--- src/shared/cgms_pkg.sv ---
// Constants and carrier types for the clock generator mode sequencer.
// Assumes one 50 MHz core clock and board pins sampled through synchronisers.
// What this block does
// RQ1: After PLL stable, apply preloaded levels, run
// RQ2: Strap change: bank static briefly, then resumes
// RQ3: System should change frequency only, not type
// RQ4: Data low, powerdown pin high: full power-down
// RQ5: Powerdown pin low again restarts whole sequence
// RQ6: Register file can also request power-down
// RQ7: Banks 1-3 low/high select frequency table
// RQ8: Banks 1-3 mid or floating is default
// RQ9: Bank 4 first low: single-ended choices
// RQ10: Bank 4 first mid/high: differential choices
// RQ11: Bus mode needs data line high at power-up
// RQ12: Bus mode preloads straps, holds outputs static
// RQ13: Bus mode ignores later select pin changes
// RQ14: Mixed control low keeps all banks static
// RQ15: Mixed high, first low: only bank 4 runs
// RQ16: Mixed high, first mid/high: banks 1-3 run
// RQ17: Banks 1-3 mixed case ignores further pins
// RQ18: Mixed low: bus address from bank-4 pins
// RQ19: Register load releases held banks, follows registers
// RQ20: Unprogrammed bank takes its strap configuration
// RQ21: Power cycle clears registers, restarts sequence
// RQ22: Registers steer enable, frequency, type, power, bypass
// RQ23: Static differential: true low, complement high
// RQ24: Data line high leaves strap mode permanently
// RQ25: Disabled bank levels depend on output type
// RQ26: Three-level pins resolve to low, mid, high
// RQ27: Gating static until PLL stable each start
package cgms_pkg;

  // Sizes and indices
  localparam int NUM_BANKS     = 4;
  localparam int NUM_SEL       = 5;
  localparam int BANK4_IDX     = 3;
  localparam int SEL_FIRST     = 3;
  localparam int SEL_SECOND    = 4;
  localparam int HOLD_W        = 4;
  localparam int SETTLE_W      = 2;

  // Timing
  localparam int CLK_PERIOD_NS = 20;
  localparam int HOLD_NS       = 160;
  localparam int HOLD_CYCLES   = (HOLD_NS + CLK_PERIOD_NS - 1) / CLK_PERIOD_NS;
  localparam int SYNC_STAGES   = 2;

  // Resolved three-level pin value
  typedef enum logic [1:0] {
    LVL_LOW  = 2'h0,
    LVL_MID  = 2'h1,
    LVL_HIGH = 2'h2
  } cgms_lvl_e;

  // Output frequency codes
  typedef enum logic [3:0] {
    FREQ_25   = 4'h0,
    FREQ_33   = 4'h1,
    FREQ_50   = 4'h2,
    FREQ_66   = 4'h3,
    FREQ_100  = 4'h4,
    FREQ_125  = 4'h5,
    FREQ_133  = 4'h6,
    FREQ_156  = 4'h7,
    FREQ_161  = 4'h8
  } cgms_freq_e;

  // Sequencer states, one-hot
  typedef enum logic [3:0] {
    ST_PRELOAD   = 4'h1,
    ST_WAIT_PLL  = 4'h2,
    ST_RUN       = 4'h4,
    ST_POWERDOWN = 4'h8
  } cgms_state_e;

  // Bank configuration: level type, divider type, frequency
  typedef struct packed {
    logic       diff;
    logic       frac;
    cgms_freq_e freq;
  } cgms_cfg_s;

  localparam cgms_cfg_s CFG_RESET = '{diff: 1'b1, frac: 1'b0, freq: FREQ_156};

  // Board pins; select pins are {above_upper, above_lower} comparator pairs
  typedef struct packed {
    logic [1:0] bank1_freq_select;
    logic [1:0] bank2_freq_select;
    logic [1:0] bank3_freq_select;
    logic [1:0] bank4_select_first;
    logic [1:0] bank4_select_second;
    logic       data_line;
    logic       bus_clock_powerdown_pin;
    logic       mixed_control;
  } cgms_pins_s;

  // Register file contents delivered by the two-wire bus controller
  typedef struct packed {
    logic [NUM_BANKS-1:0]            programmed;
    logic [NUM_BANKS-1:0]            output_enable;
    logic [NUM_BANKS-1:0]            block_powerdown;
    logic                            ref_bypass;
    logic                            powerdown;
    cgms_cfg_s [NUM_BANKS-1:0]       bank_cfg;
  } cgms_regfile_s;

  localparam cgms_regfile_s REGFILE_RESET = '0;

  // Per-bank output towards dividers and output drivers
  typedef struct packed {
    logic      run;
    logic      bank_true_output;
    logic      bank_complement_output;
    cgms_cfg_s cfg;
  } cgms_bank_s;

endpackage

--- src/hw/cgms_sync.sv ---
// Two-flop synchroniser for a bundle of asynchronous levels.
// Assumes each bit is an independent level; no word coherence.
`timescale 1ns/1ps
module cgms_sync #(
  parameter int WIDTH = 1
) (
  input  wire logic             clk,
  input  wire logic             rst,
  input  wire logic [WIDTH-1:0] d,
  output logic      [WIDTH-1:0] q
);
  import cgms_pkg::*;

  typedef struct packed {
    logic [WIDTH-1:0] meta;
    logic [WIDTH-1:0] stable;
  } cgms_sync_s;

  cgms_sync_s s_q;
  cgms_sync_s s_d;

  // Shift one stage per clock
  always_comb
  begin
    s_d.meta   = d;
    s_d.stable = s_q.meta;
  end

  always_ff @(posedge clk or posedge rst)
  begin
    if (rst)
    begin
      s_q <= '0;
    end
    else
    begin
      s_q <= s_d;
    end
  end

  assign q = s_q.stable;
endmodule

--- src/hw/cgms_sequencer.sv ---
// Mode and output-selection sequencer for a four-bank clock generator.
// Assumes the PLL, dividers and drivers sit outside and obey BANK_OUT;
// the bus controller hands over whole register files on REG_LOAD.
`timescale 1ns/1ps
module cgms_sequencer #(
  parameter int STATIC_HOLD_CYCLES = cgms_pkg::HOLD_CYCLES
) (
  input  wire logic                                     CORE_CLK,
  input  wire logic                                     RST,
  input  wire cgms_pkg::cgms_pins_s                     PIN_IN,
  input  wire logic                                     PLL_STABLE,
  input  wire logic                                     REG_LOAD,
  input  wire cgms_pkg::cgms_regfile_s                  REG_FILE,
  output cgms_pkg::cgms_bank_s [cgms_pkg::NUM_BANKS-1:0] BANK_OUT,
  output logic                                          POWER_DOWN,
  output logic [cgms_pkg::NUM_BANKS-1:0]                BLOCK_POWERDOWN,
  output logic                                          REF_BYPASS,
  output logic                                          BUS_MODE,
  output logic [3:0]                                    BUS_ADDR_SEL
);
  import cgms_pkg::*;

  typedef logic [HOLD_W-1:0] cgms_hold_t;

  // Whole sequencer state
  typedef struct packed {
    cgms_state_e                        state;
    logic [SETTLE_W-1:0]                settle;
    logic                               bus_mode;
    logic                               strap_left;
    logic                               mixed_ctl;
    logic                               loaded;
    logic                               reg_pd;
    logic                               pd;
    logic [3:0]                         addr;
    cgms_regfile_s                      regs;
    cgms_cfg_s [NUM_BANKS-1:0]          pre;
    cgms_bank_s [NUM_BANKS-1:0]         bank;
    cgms_hold_t [NUM_BANKS-1:0]         hold;
  } cgms_st_s;

  localparam cgms_hold_t HOLD_LOAD = HOLD_W'(STATIC_HOLD_CYCLES);
  localparam cgms_hold_t HOLD_LAST = HOLD_W'(1);
  localparam logic [SETTLE_W-1:0] SETTLE_DONE = SETTLE_W'(SYNC_STAGES);

  cgms_st_s   s_q;
  cgms_st_s   s_d;
  cgms_pins_s sp;
  logic       pll_ok;

  logic      [NUM_SEL-1:0][1:0]  sel_raw;
  cgms_lvl_e [NUM_SEL-1:0]       sel_lvl;
  cgms_cfg_s [NUM_BANKS-1:0]     strap_cfg;

  // Pins and PLL flag cross into the core clock
  cgms_sync #(
    .WIDTH ($bits(cgms_pins_s) + 1)
  ) u_sync (
    .clk (CORE_CLK),
    .rst (RST),
    .d   ({PIN_IN, PLL_STABLE}),
    .q   ({sp, pll_ok})
  );

  // Comparator pair to three-level code, float sits mid
  function automatic cgms_lvl_e resolve_lvl(input logic [1:0] raw);
    cgms_lvl_e r;
    if (raw[1])
      r = LVL_HIGH;
    else if (!raw[0])
      r = LVL_LOW;
    else
      r = LVL_MID;
    return r;
  endfunction

  function automatic cgms_cfg_s mk_cfg(input logic diff, input logic frac, input cgms_freq_e freq);
    cgms_cfg_s c;
    c.diff = diff;
    c.frac = frac;
    c.freq = freq;
    return c;
  endfunction

  // Banks 1 to 3 table, all differential integer
  function automatic cgms_cfg_s decode_low_bank(input int idx, input cgms_lvl_e lvl);
    cgms_cfg_s c;
    c = CFG_RESET;
    case (lvl)
      LVL_LOW:  c = mk_cfg(1'b1, 1'b0, FREQ_156);                  // RQ7
      LVL_HIGH:                                                    // RQ7
      begin
        if (idx == 1)
          c = mk_cfg(1'b1, 1'b0, FREQ_125);
        else
          c = mk_cfg(1'b1, 1'b0, FREQ_50);
      end
      default:                                                     // RQ8
      begin
        if (idx == 0)
          c = mk_cfg(1'b1, 1'b0, FREQ_25);
        else if (idx == 1)
          c = mk_cfg(1'b1, 1'b0, FREQ_100);
        else
          c = mk_cfg(1'b1, 1'b0, FREQ_125);
      end
    endcase
    return c;
  endfunction

  // Bank 4 table from both select pins
  function automatic cgms_cfg_s decode_bank4(input cgms_lvl_e a, input cgms_lvl_e b);
    cgms_cfg_s c;
    c = CFG_RESET;
    case (a)
      LVL_LOW:                                                     // RQ9
      begin
        if (b == LVL_LOW)
          c = mk_cfg(1'b0, 1'b0, FREQ_33);
        else if (b == LVL_HIGH)
          c = mk_cfg(1'b0, 1'b1, FREQ_133);
        else
          c = mk_cfg(1'b0, 1'b1, FREQ_66);
      end
      LVL_HIGH:                                                    // RQ10
      begin
        if (b == LVL_LOW)
          c = mk_cfg(1'b1, 1'b0, FREQ_25);
        else if (b == LVL_HIGH)
          c = mk_cfg(1'b1, 1'b1, FREQ_161);
        else
          c = mk_cfg(1'b1, 1'b0, FREQ_100);
      end
      default:                                                     // RQ10
      begin
        if (b == LVL_LOW)
          c = mk_cfg(1'b1, 1'b1, FREQ_133);
        else if (b == LVL_HIGH)
          c = mk_cfg(1'b1, 1'b0, FREQ_125);
        else
          c = mk_cfg(1'b1, 1'b0, FREQ_156);
      end
    endcase
    return c;
  endfunction

  // Select pins gathered in bank order
  assign sel_raw[0]          = sp.bank1_freq_select;
  assign sel_raw[1]          = sp.bank2_freq_select;
  assign sel_raw[2]          = sp.bank3_freq_select;
  assign sel_raw[SEL_FIRST]  = sp.bank4_select_first;
  assign sel_raw[SEL_SECOND] = sp.bank4_select_second;

  // Three-level resolution of every select pin
  for (genvar g = 0; g < NUM_SEL; g++)
  begin : g_lvl
    assign sel_lvl[g] = resolve_lvl(sel_raw[g]);                   // RQ26
  end

  // Strap configuration currently on the pins
  for (genvar g = 0; g < BANK4_IDX; g++)
  begin : g_low_cfg
    assign strap_cfg[g] = decode_low_bank(g, sel_lvl[g]);
  end
  assign strap_cfg[BANK4_IDX] = decode_bank4(sel_lvl[SEL_FIRST], sel_lvl[SEL_SECOND]);

  // Sequencer next state
  always_comb
  begin
    s_d = s_q;
    case (s_q.state)
      ST_PRELOAD:
      begin
        // Let synchronisers fill, then latch straps and mode
        if (s_q.settle != SETTLE_DONE)
        begin
          s_d.settle = s_q.settle + SETTLE_W'(1);
        end
        else
        begin
          s_d.bus_mode   = sp.data_line;                           // RQ11
          s_d.strap_left = 1'b0;
          s_d.loaded     = 1'b0;                                   // RQ21
          s_d.reg_pd     = 1'b0;
          s_d.regs       = REGFILE_RESET;                          // RQ21
          s_d.pre        = strap_cfg;                              // RQ12
          s_d.addr       = {sel_lvl[SEL_FIRST], sel_lvl[SEL_SECOND]}; // RQ18
          for (int i = 0; i < NUM_BANKS; i++)
          begin
            s_d.bank[i].cfg = strap_cfg[i];
            s_d.bank[i].run = 1'b0;
            s_d.hold[i]     = '0;
          end
          s_d.state = ST_WAIT_PLL;
        end
      end
      ST_WAIT_PLL:
      begin
        // Outputs stay gated until the PLL reports stable
        if (pll_ok)                                                // RQ27
        begin
          s_d.mixed_ctl = sp.mixed_control;
          for (int i = 0; i < NUM_BANKS; i++)
          begin
            if (s_q.loaded)
              s_d.bank[i].run = s_q.regs.output_enable[i] & ~s_q.regs.block_powerdown[i];
            else if (!s_q.bus_mode || s_q.strap_left)
              s_d.bank[i].run = 1'b1;                              // RQ1
            else if (!sp.mixed_control)
              s_d.bank[i].run = 1'b0;                              // RQ14
            else if (sel_lvl[SEL_FIRST] == LVL_LOW)
              s_d.bank[i].run = (i == BANK4_IDX);                  // RQ15
            else
              s_d.bank[i].run = (i != BANK4_IDX);                  // RQ16
          end
          s_d.state = ST_RUN;
        end
      end
      ST_RUN:
      begin
        if (!s_q.bus_mode)
        begin
          // Strap mode follows pins with a static gap per change
          for (int i = 0; i < NUM_BANKS; i++)
          begin
            if (strap_cfg[i] != s_q.bank[i].cfg)
            begin
              s_d.bank[i].cfg = strap_cfg[i];                      // RQ2
              s_d.bank[i].run = 1'b0;
              s_d.hold[i]     = HOLD_LOAD;
            end
            else if (s_q.hold[i] != '0)
            begin
              s_d.hold[i] = s_q.hold[i] - HOLD_LAST;
              if (s_q.hold[i] == HOLD_LAST)
                s_d.bank[i].run = 1'b1;                            // RQ2
            end
          end
        end
        else if (REG_LOAD)                                         // RQ13 RQ17
        begin
          // Pins frozen; only register files change the banks
          s_d.regs   = REG_FILE;                                   // RQ22
          s_d.loaded = 1'b1;
          for (int i = 0; i < NUM_BANKS; i++)
          begin
            s_d.hold[i]     = '0;
            s_d.bank[i].cfg = REG_FILE.programmed[i] ? REG_FILE.bank_cfg[i] : s_q.pre[i]; // RQ20
            s_d.bank[i].run = REG_FILE.output_enable[i] & ~REG_FILE.block_powerdown[i]; // RQ19
          end
          if (REG_FILE.powerdown)
          begin
            s_d.reg_pd = 1'b1;                                     // RQ6
            s_d.state  = ST_POWERDOWN;
          end
        end
      end
      ST_POWERDOWN:
      begin
        // Pin release restarts from scratch; register release keeps registers
        if (!s_q.bus_mode && !sp.bus_clock_powerdown_pin)
        begin
          s_d.settle = '0;                                         // RQ5
          s_d.state  = ST_PRELOAD;
        end
        else if (s_q.reg_pd && REG_LOAD && !REG_FILE.powerdown)
        begin
          s_d.regs   = REG_FILE;
          s_d.reg_pd = 1'b0;
          for (int i = 0; i < NUM_BANKS; i++)
          begin
            s_d.bank[i].cfg = REG_FILE.programmed[i] ? REG_FILE.bank_cfg[i] : s_q.pre[i]; // RQ20
          end
          s_d.state = ST_WAIT_PLL;
        end
      end
      default:
      begin
        s_d.state = ST_PRELOAD;
      end
    endcase

    // Data line high in strap mode: bus mode until power cycle
    if (!s_q.bus_mode && s_q.state != ST_PRELOAD && sp.data_line)
    begin
      s_d.bus_mode   = 1'b1;                                       // RQ24
      s_d.strap_left = 1'b1;
      for (int i = 0; i < NUM_BANKS; i++)
      begin
        s_d.hold[i] = '0;
      end
    end

    // Pin power-down wins from any state in strap mode while data line low
    if (!s_q.bus_mode && !sp.data_line && sp.bus_clock_powerdown_pin)
    begin
      s_d.state = ST_POWERDOWN;                                    // RQ4
    end

    // Everything gated off while powered down or not yet running
    if (s_d.state != ST_RUN)
    begin
      for (int i = 0; i < NUM_BANKS; i++)
      begin
        s_d.bank[i].run = 1'b0;                                    // RQ27
      end
    end

    // Static levels for banks that are not running
    for (int i = 0; i < NUM_BANKS; i++)
    begin
      s_d.bank[i].bank_true_output = 1'b0;
      if (s_d.state == ST_POWERDOWN || s_d.bank[i].run)
        s_d.bank[i].bank_complement_output = 1'b0;
      else if (s_d.state == ST_RUN && s_d.loaded &&
               (!s_d.regs.output_enable[i] || s_d.regs.block_powerdown[i]))
        s_d.bank[i].bank_complement_output = s_d.bank[i].cfg.diff; // RQ25
      else
        s_d.bank[i].bank_complement_output = 1'b1;                 // RQ23
    end

    // Power-down flag registered alongside the state
    s_d.pd = (s_d.state == ST_POWERDOWN);                          // RQ4
  end

  // State register
  always_ff @(posedge CORE_CLK or posedge RST)
  begin
    if (RST)
    begin
      s_q          <= '0;
      s_q.state    <= ST_PRELOAD;
      s_q.regs     <= REGFILE_RESET;
      s_q.pre      <= {NUM_BANKS{CFG_RESET}};
      for (int i = 0; i < NUM_BANKS; i++)
      begin
        s_q.bank[i].cfg                    <= CFG_RESET;
        s_q.bank[i].bank_complement_output <= 1'b1;
      end
    end
    else
    begin
      s_q <= s_d;
    end
  end

  // Outputs straight from state flops
  assign BANK_OUT        = s_q.bank;
  assign POWER_DOWN      = s_q.pd;
  assign BLOCK_POWERDOWN = s_q.regs.block_powerdown;
  assign REF_BYPASS      = s_q.regs.ref_bypass;
  assign BUS_MODE        = s_q.bus_mode;
  assign BUS_ADDR_SEL    = s_q.addr;
endmodule

--- config.mk ---
export PLATFORM = sky130hd
export DESIGN_NAME = cgms_sequencer
export DESIGN_NICKNAME = d
export VERILOG_FILES = /design/src/shared/cgms_pkg.sv /design/src/hw/cgms_sync.sv /design/src/hw/cgms_sequencer.sv
export SDC_FILE = /design/constraint.sdc
export NUM_CORES = 1
export LEC_CHECK = 0
export BUFFER_PORTS_ARGS = -buffer_cell sky130_fd_sc_hd__buf_2
export CAP_MARGIN = 0
export CORE_UTILIZATION = 51
export CTS_CLUSTER_DIAMETER = 40
export CTS_CLUSTER_SIZE = 28
export DETAILED_ROUTE_END_ITERATION = 8
export HOLD_SLACK_MARGIN = 0.02
export PLACE_DENSITY = 0.76
export SETUP_SLACK_MARGIN = 0.02
export SLEW_MARGIN = 20
export SYNTH_ARGS = -nofsm -noshare
export SYNTH_HDL_FRONTEND = slang
export SYNTH_SLANG_ARGS = --single-unit
--- constraint.sdc ---
create_clock -name CORE_CLK -period 2.85 [get_ports CORE_CLK]
set_input_delay 0.1425 -clock CORE_CLK [delete_from_list [all_inputs] [get_ports CORE_CLK]]
set_output_delay 0.1425 -clock CORE_CLK [all_outputs]
set_load 0.05 [all_outputs]
==> flow_summary.ini <==
[cts]
cts_tree = done
cts_buffer_depth = 2
numCtsBuffers = 9
cts.sinks = 112
clkLatencyLatePin_ns = 0.36
post_cts_buffers = 0
cts_max_level = 3
clk_pin_slew_ns = 0.07
post_cts_resized = 0
root_buffer = clkbuf_16

[die]
dieArea_um2 = 12300
initial_core_util = 0.526
die_x_um = 111
core_region_area_um2 = 11500
dieHeight_um = 111
core.rowCount = 39
io_pins = 102

[power_and_ir_drop]
power.total_mw = 6.41
p_leak_nw = 3.12
vdd_ir_drop_max_uv = 368
power_density_nw_per_um2 = 928

[layout]
drive_gt1_frac = 0.281
final_common_cell = buf_2
most-common-layout-cells = buf_2 (97), dfrtp_1 (81), nand2_1 (50), nor2_1 (33)
fillers = 965
syn2layout_area_growth_pct = 14.0
diodes = 0
nNetsFinal = 753

[grt]
grt_antenna_before_repair = 0
grt_pass1_wl_um = 25100
grt_util_all_layers = 0.264
grt_max_degree = 71
grt_pass1_vias = 4928
grt.overflow.total = 0

[timing]
finalCriticalPeriod_ns = 2.61
skew_ns = 0.00592
slew_headroom = 0.414
period_share = 0.915
hold_violations = 0
fin_hold_ws_ns = 0.0354
tns_ns = 0
setup_viol = 0
max_freq_mhz = 383
rsz0062_at_grt = false
tightest_slew_ns = 0.879
maxSlewViolCount = 0

[logic_synthesis]
syn_inst = 602
avgSynthCellArea_um2 = 10.1
ys_warn_count = 0
ys_seq_area_frac = 0.469
synth_area_um2 = 6060
synthFlopType = dfrtp_1
async_flop_share = 1.00
ys_seq_elements = 112
synth_edf_count = 0
synth_cell_types = 76

[routing]
routed_wl_um = 15400
wl_met1_um = 6700
met2_wirelength_um = 7460
avgRoutedWirePerCell_um = 18.5
met3WireLength_um = 1010
drc = 16
firstDrtPassIters = 7
vias = 4986
ant_nets = 0
route.top_layer_used = met4
via_per_inst = 5.99
drtIter0Drc = 370

[critical_path]
worstSetupEndpointType = flip-flop
cp-start-kind = flip-flop
cp.required_ns = 3.11
slowest_stage = or4b_1
cp.arrival_ns = 2.87
path_max_fanout = 14
crit_type = reg2reg
slowest_delay_ns = 0.76
crit_chain = or4b_1 -> buf_4 -> o211ai_2 -> a22o_1 -> nand2b_1 -> a311oi_1

[run]
cap_viol_max_count = 0

[outcome]
status = finished with violations
violations = DRC

[hold_path]
min_path_type = in2reg

[placed_design]
io_buffers = 97
dp_hpwl_um = 11500
gp_congestion = 0.894
critical path: cells and delay by family (launching register included):
| kind | cells | cell delay (ns) |
|---|---|---|
| buffers and inverters | 1 | 0.27 |
| AOI/OAI and AO/OA | 3 | 0.97 |
| and+or+nand+nor | 2 | 0.82 |
| DFF | 1 | 0.44 |
sequential cells by signal, indices dropped and copies added (netlist names):
register	cells
BANK_OUT	32
u_sync.q	14
POWER_DOWN	1
REF_BYPASS	1
s_q	41
BUS_MODE	1
BLOCK_POWERDOWN	4
BUS_ADDR_SEL	4
u_sync.s_d	14
synth_stat cells (all sizes together) (10+ instances only):
| library cell | number | area [um^2] |
|---|---|---|
| a21oi | 23 | 115 |
| mux2 | 11 | 124 |
| a221o | 10 | 100 |
| nand2 | 50 | 188 |
| nand2b | 10 | 62.6 |
| nor3 | 15 | 85.1 |
| inv | 32 | 120 |
| nand3 | 12 | 60.1 |
| nor2 | 33 | 124 |
| dfstp | 31 | 815 |
| o21ai | 34 | 174 |
| buf | 51 | 365 |
| dfrtp | 81 | 2030 |
| ha | 13 | 163 |
| clkbuf | 14 | 52.6 |
| nor2b | 14 | 87.6 |
| mux2i | 11 | 110 |
metrics by stage:
step           std cells  utilization  cell area (um^2)  setup slack [ns]
2_1_floorplan        605            -              6070             0.577
3_3_place_gp         801        0.563              6480             0.381
3_5_place_dp         801        0.563              6480             0.306
4_1_cts              833        0.600              6910             0.294
5_1_grt              833        0.600              6910             0.174
6_report             833        0.600              6910             0.241
power breakdown:
group / total, mW / internal (mW) / switching, mW
clock: 1.15 / 0.592 / 0.558
sequential: 2.43 / 2.09 / 0.341
combinational: 2.83 / 0.996 / 1.84
total: 6.41 / 3.68 / 2.73
what timing repair did:
| item | in CTS | in global routing |
|---|---|---|
| hold buffers | 16 | 0 |
| setup endpoints to repair | 0 | 0 |
| endpoints found under the hold margin | 48 | 0 |
cell families (layout without fill, tap and decap cells):
kind of cell | Yosys count | in the layout | share of synthesized area
compound gates | 171 | 171 | 0.209
xor+xnor | 4 | 4 | 0.00578
flops | 112 | 112 | 0.469
fa+ha+maj | 13 | 13 | 0.0268
buf+inv | 98 | 183 | 0.0894
other cells | 1 | 4 | 0.000619
simple gates | 181 | 181 | 0.161
mux | 22 | 22 | 0.0386
area by class of cell:
class / instances / area, um^2 / share of cell area
Clock inverter: 5 / 33.8 / 0.00489
Clock buffer: 11 / 233 / 0.0337
Tap cell: 143 / 179 / 0.0259
Timing Repair Buffer: 134 / 803 / 0.116
Sequential cell: 112 / 2840 / 0.411
Inverter: 33 / 128 / 0.0185
Multi-Input combinational cell: 395 / 2690 / 0.389
path summary, 6_finish.rpt:
check,from,endpoint,slack (ns),cells after the start
worst max-delay path,s_q[126]$_DFF_PP1_,BANK_OUT[24]$_DFF_PP1_,0.24,6
worst min-delay path,REG_FILE[4],BANK_OUT[4]$_DFFE_PP0P_,0.04,2
worst max register to register,s_q[126]$_DFF_PP1_,BANK_OUT[24]$_DFF_PP1_,0.24,6
worst min register to register,u_sync.s_d[10]$_DFF_PP0_,u_sync.q[10]$_DFF_PP0_,0.35,0
max in group asynchronous,RST,s_q[4]$_DFFE_PP0P_,1.64,4
min in group asynchronous,RST,u_sync.q[11]$_DFF_PP0_,0.48,4
metal layers:
layer / vias up / global-route usage
li1: 2320 / -
met1: 2459 / 0.348
met2: 190 / 0.428
met3: 17 / 0.0525
met4: 0 / 0.100
met5: - / 0
(Power assumes the default switching activity.)
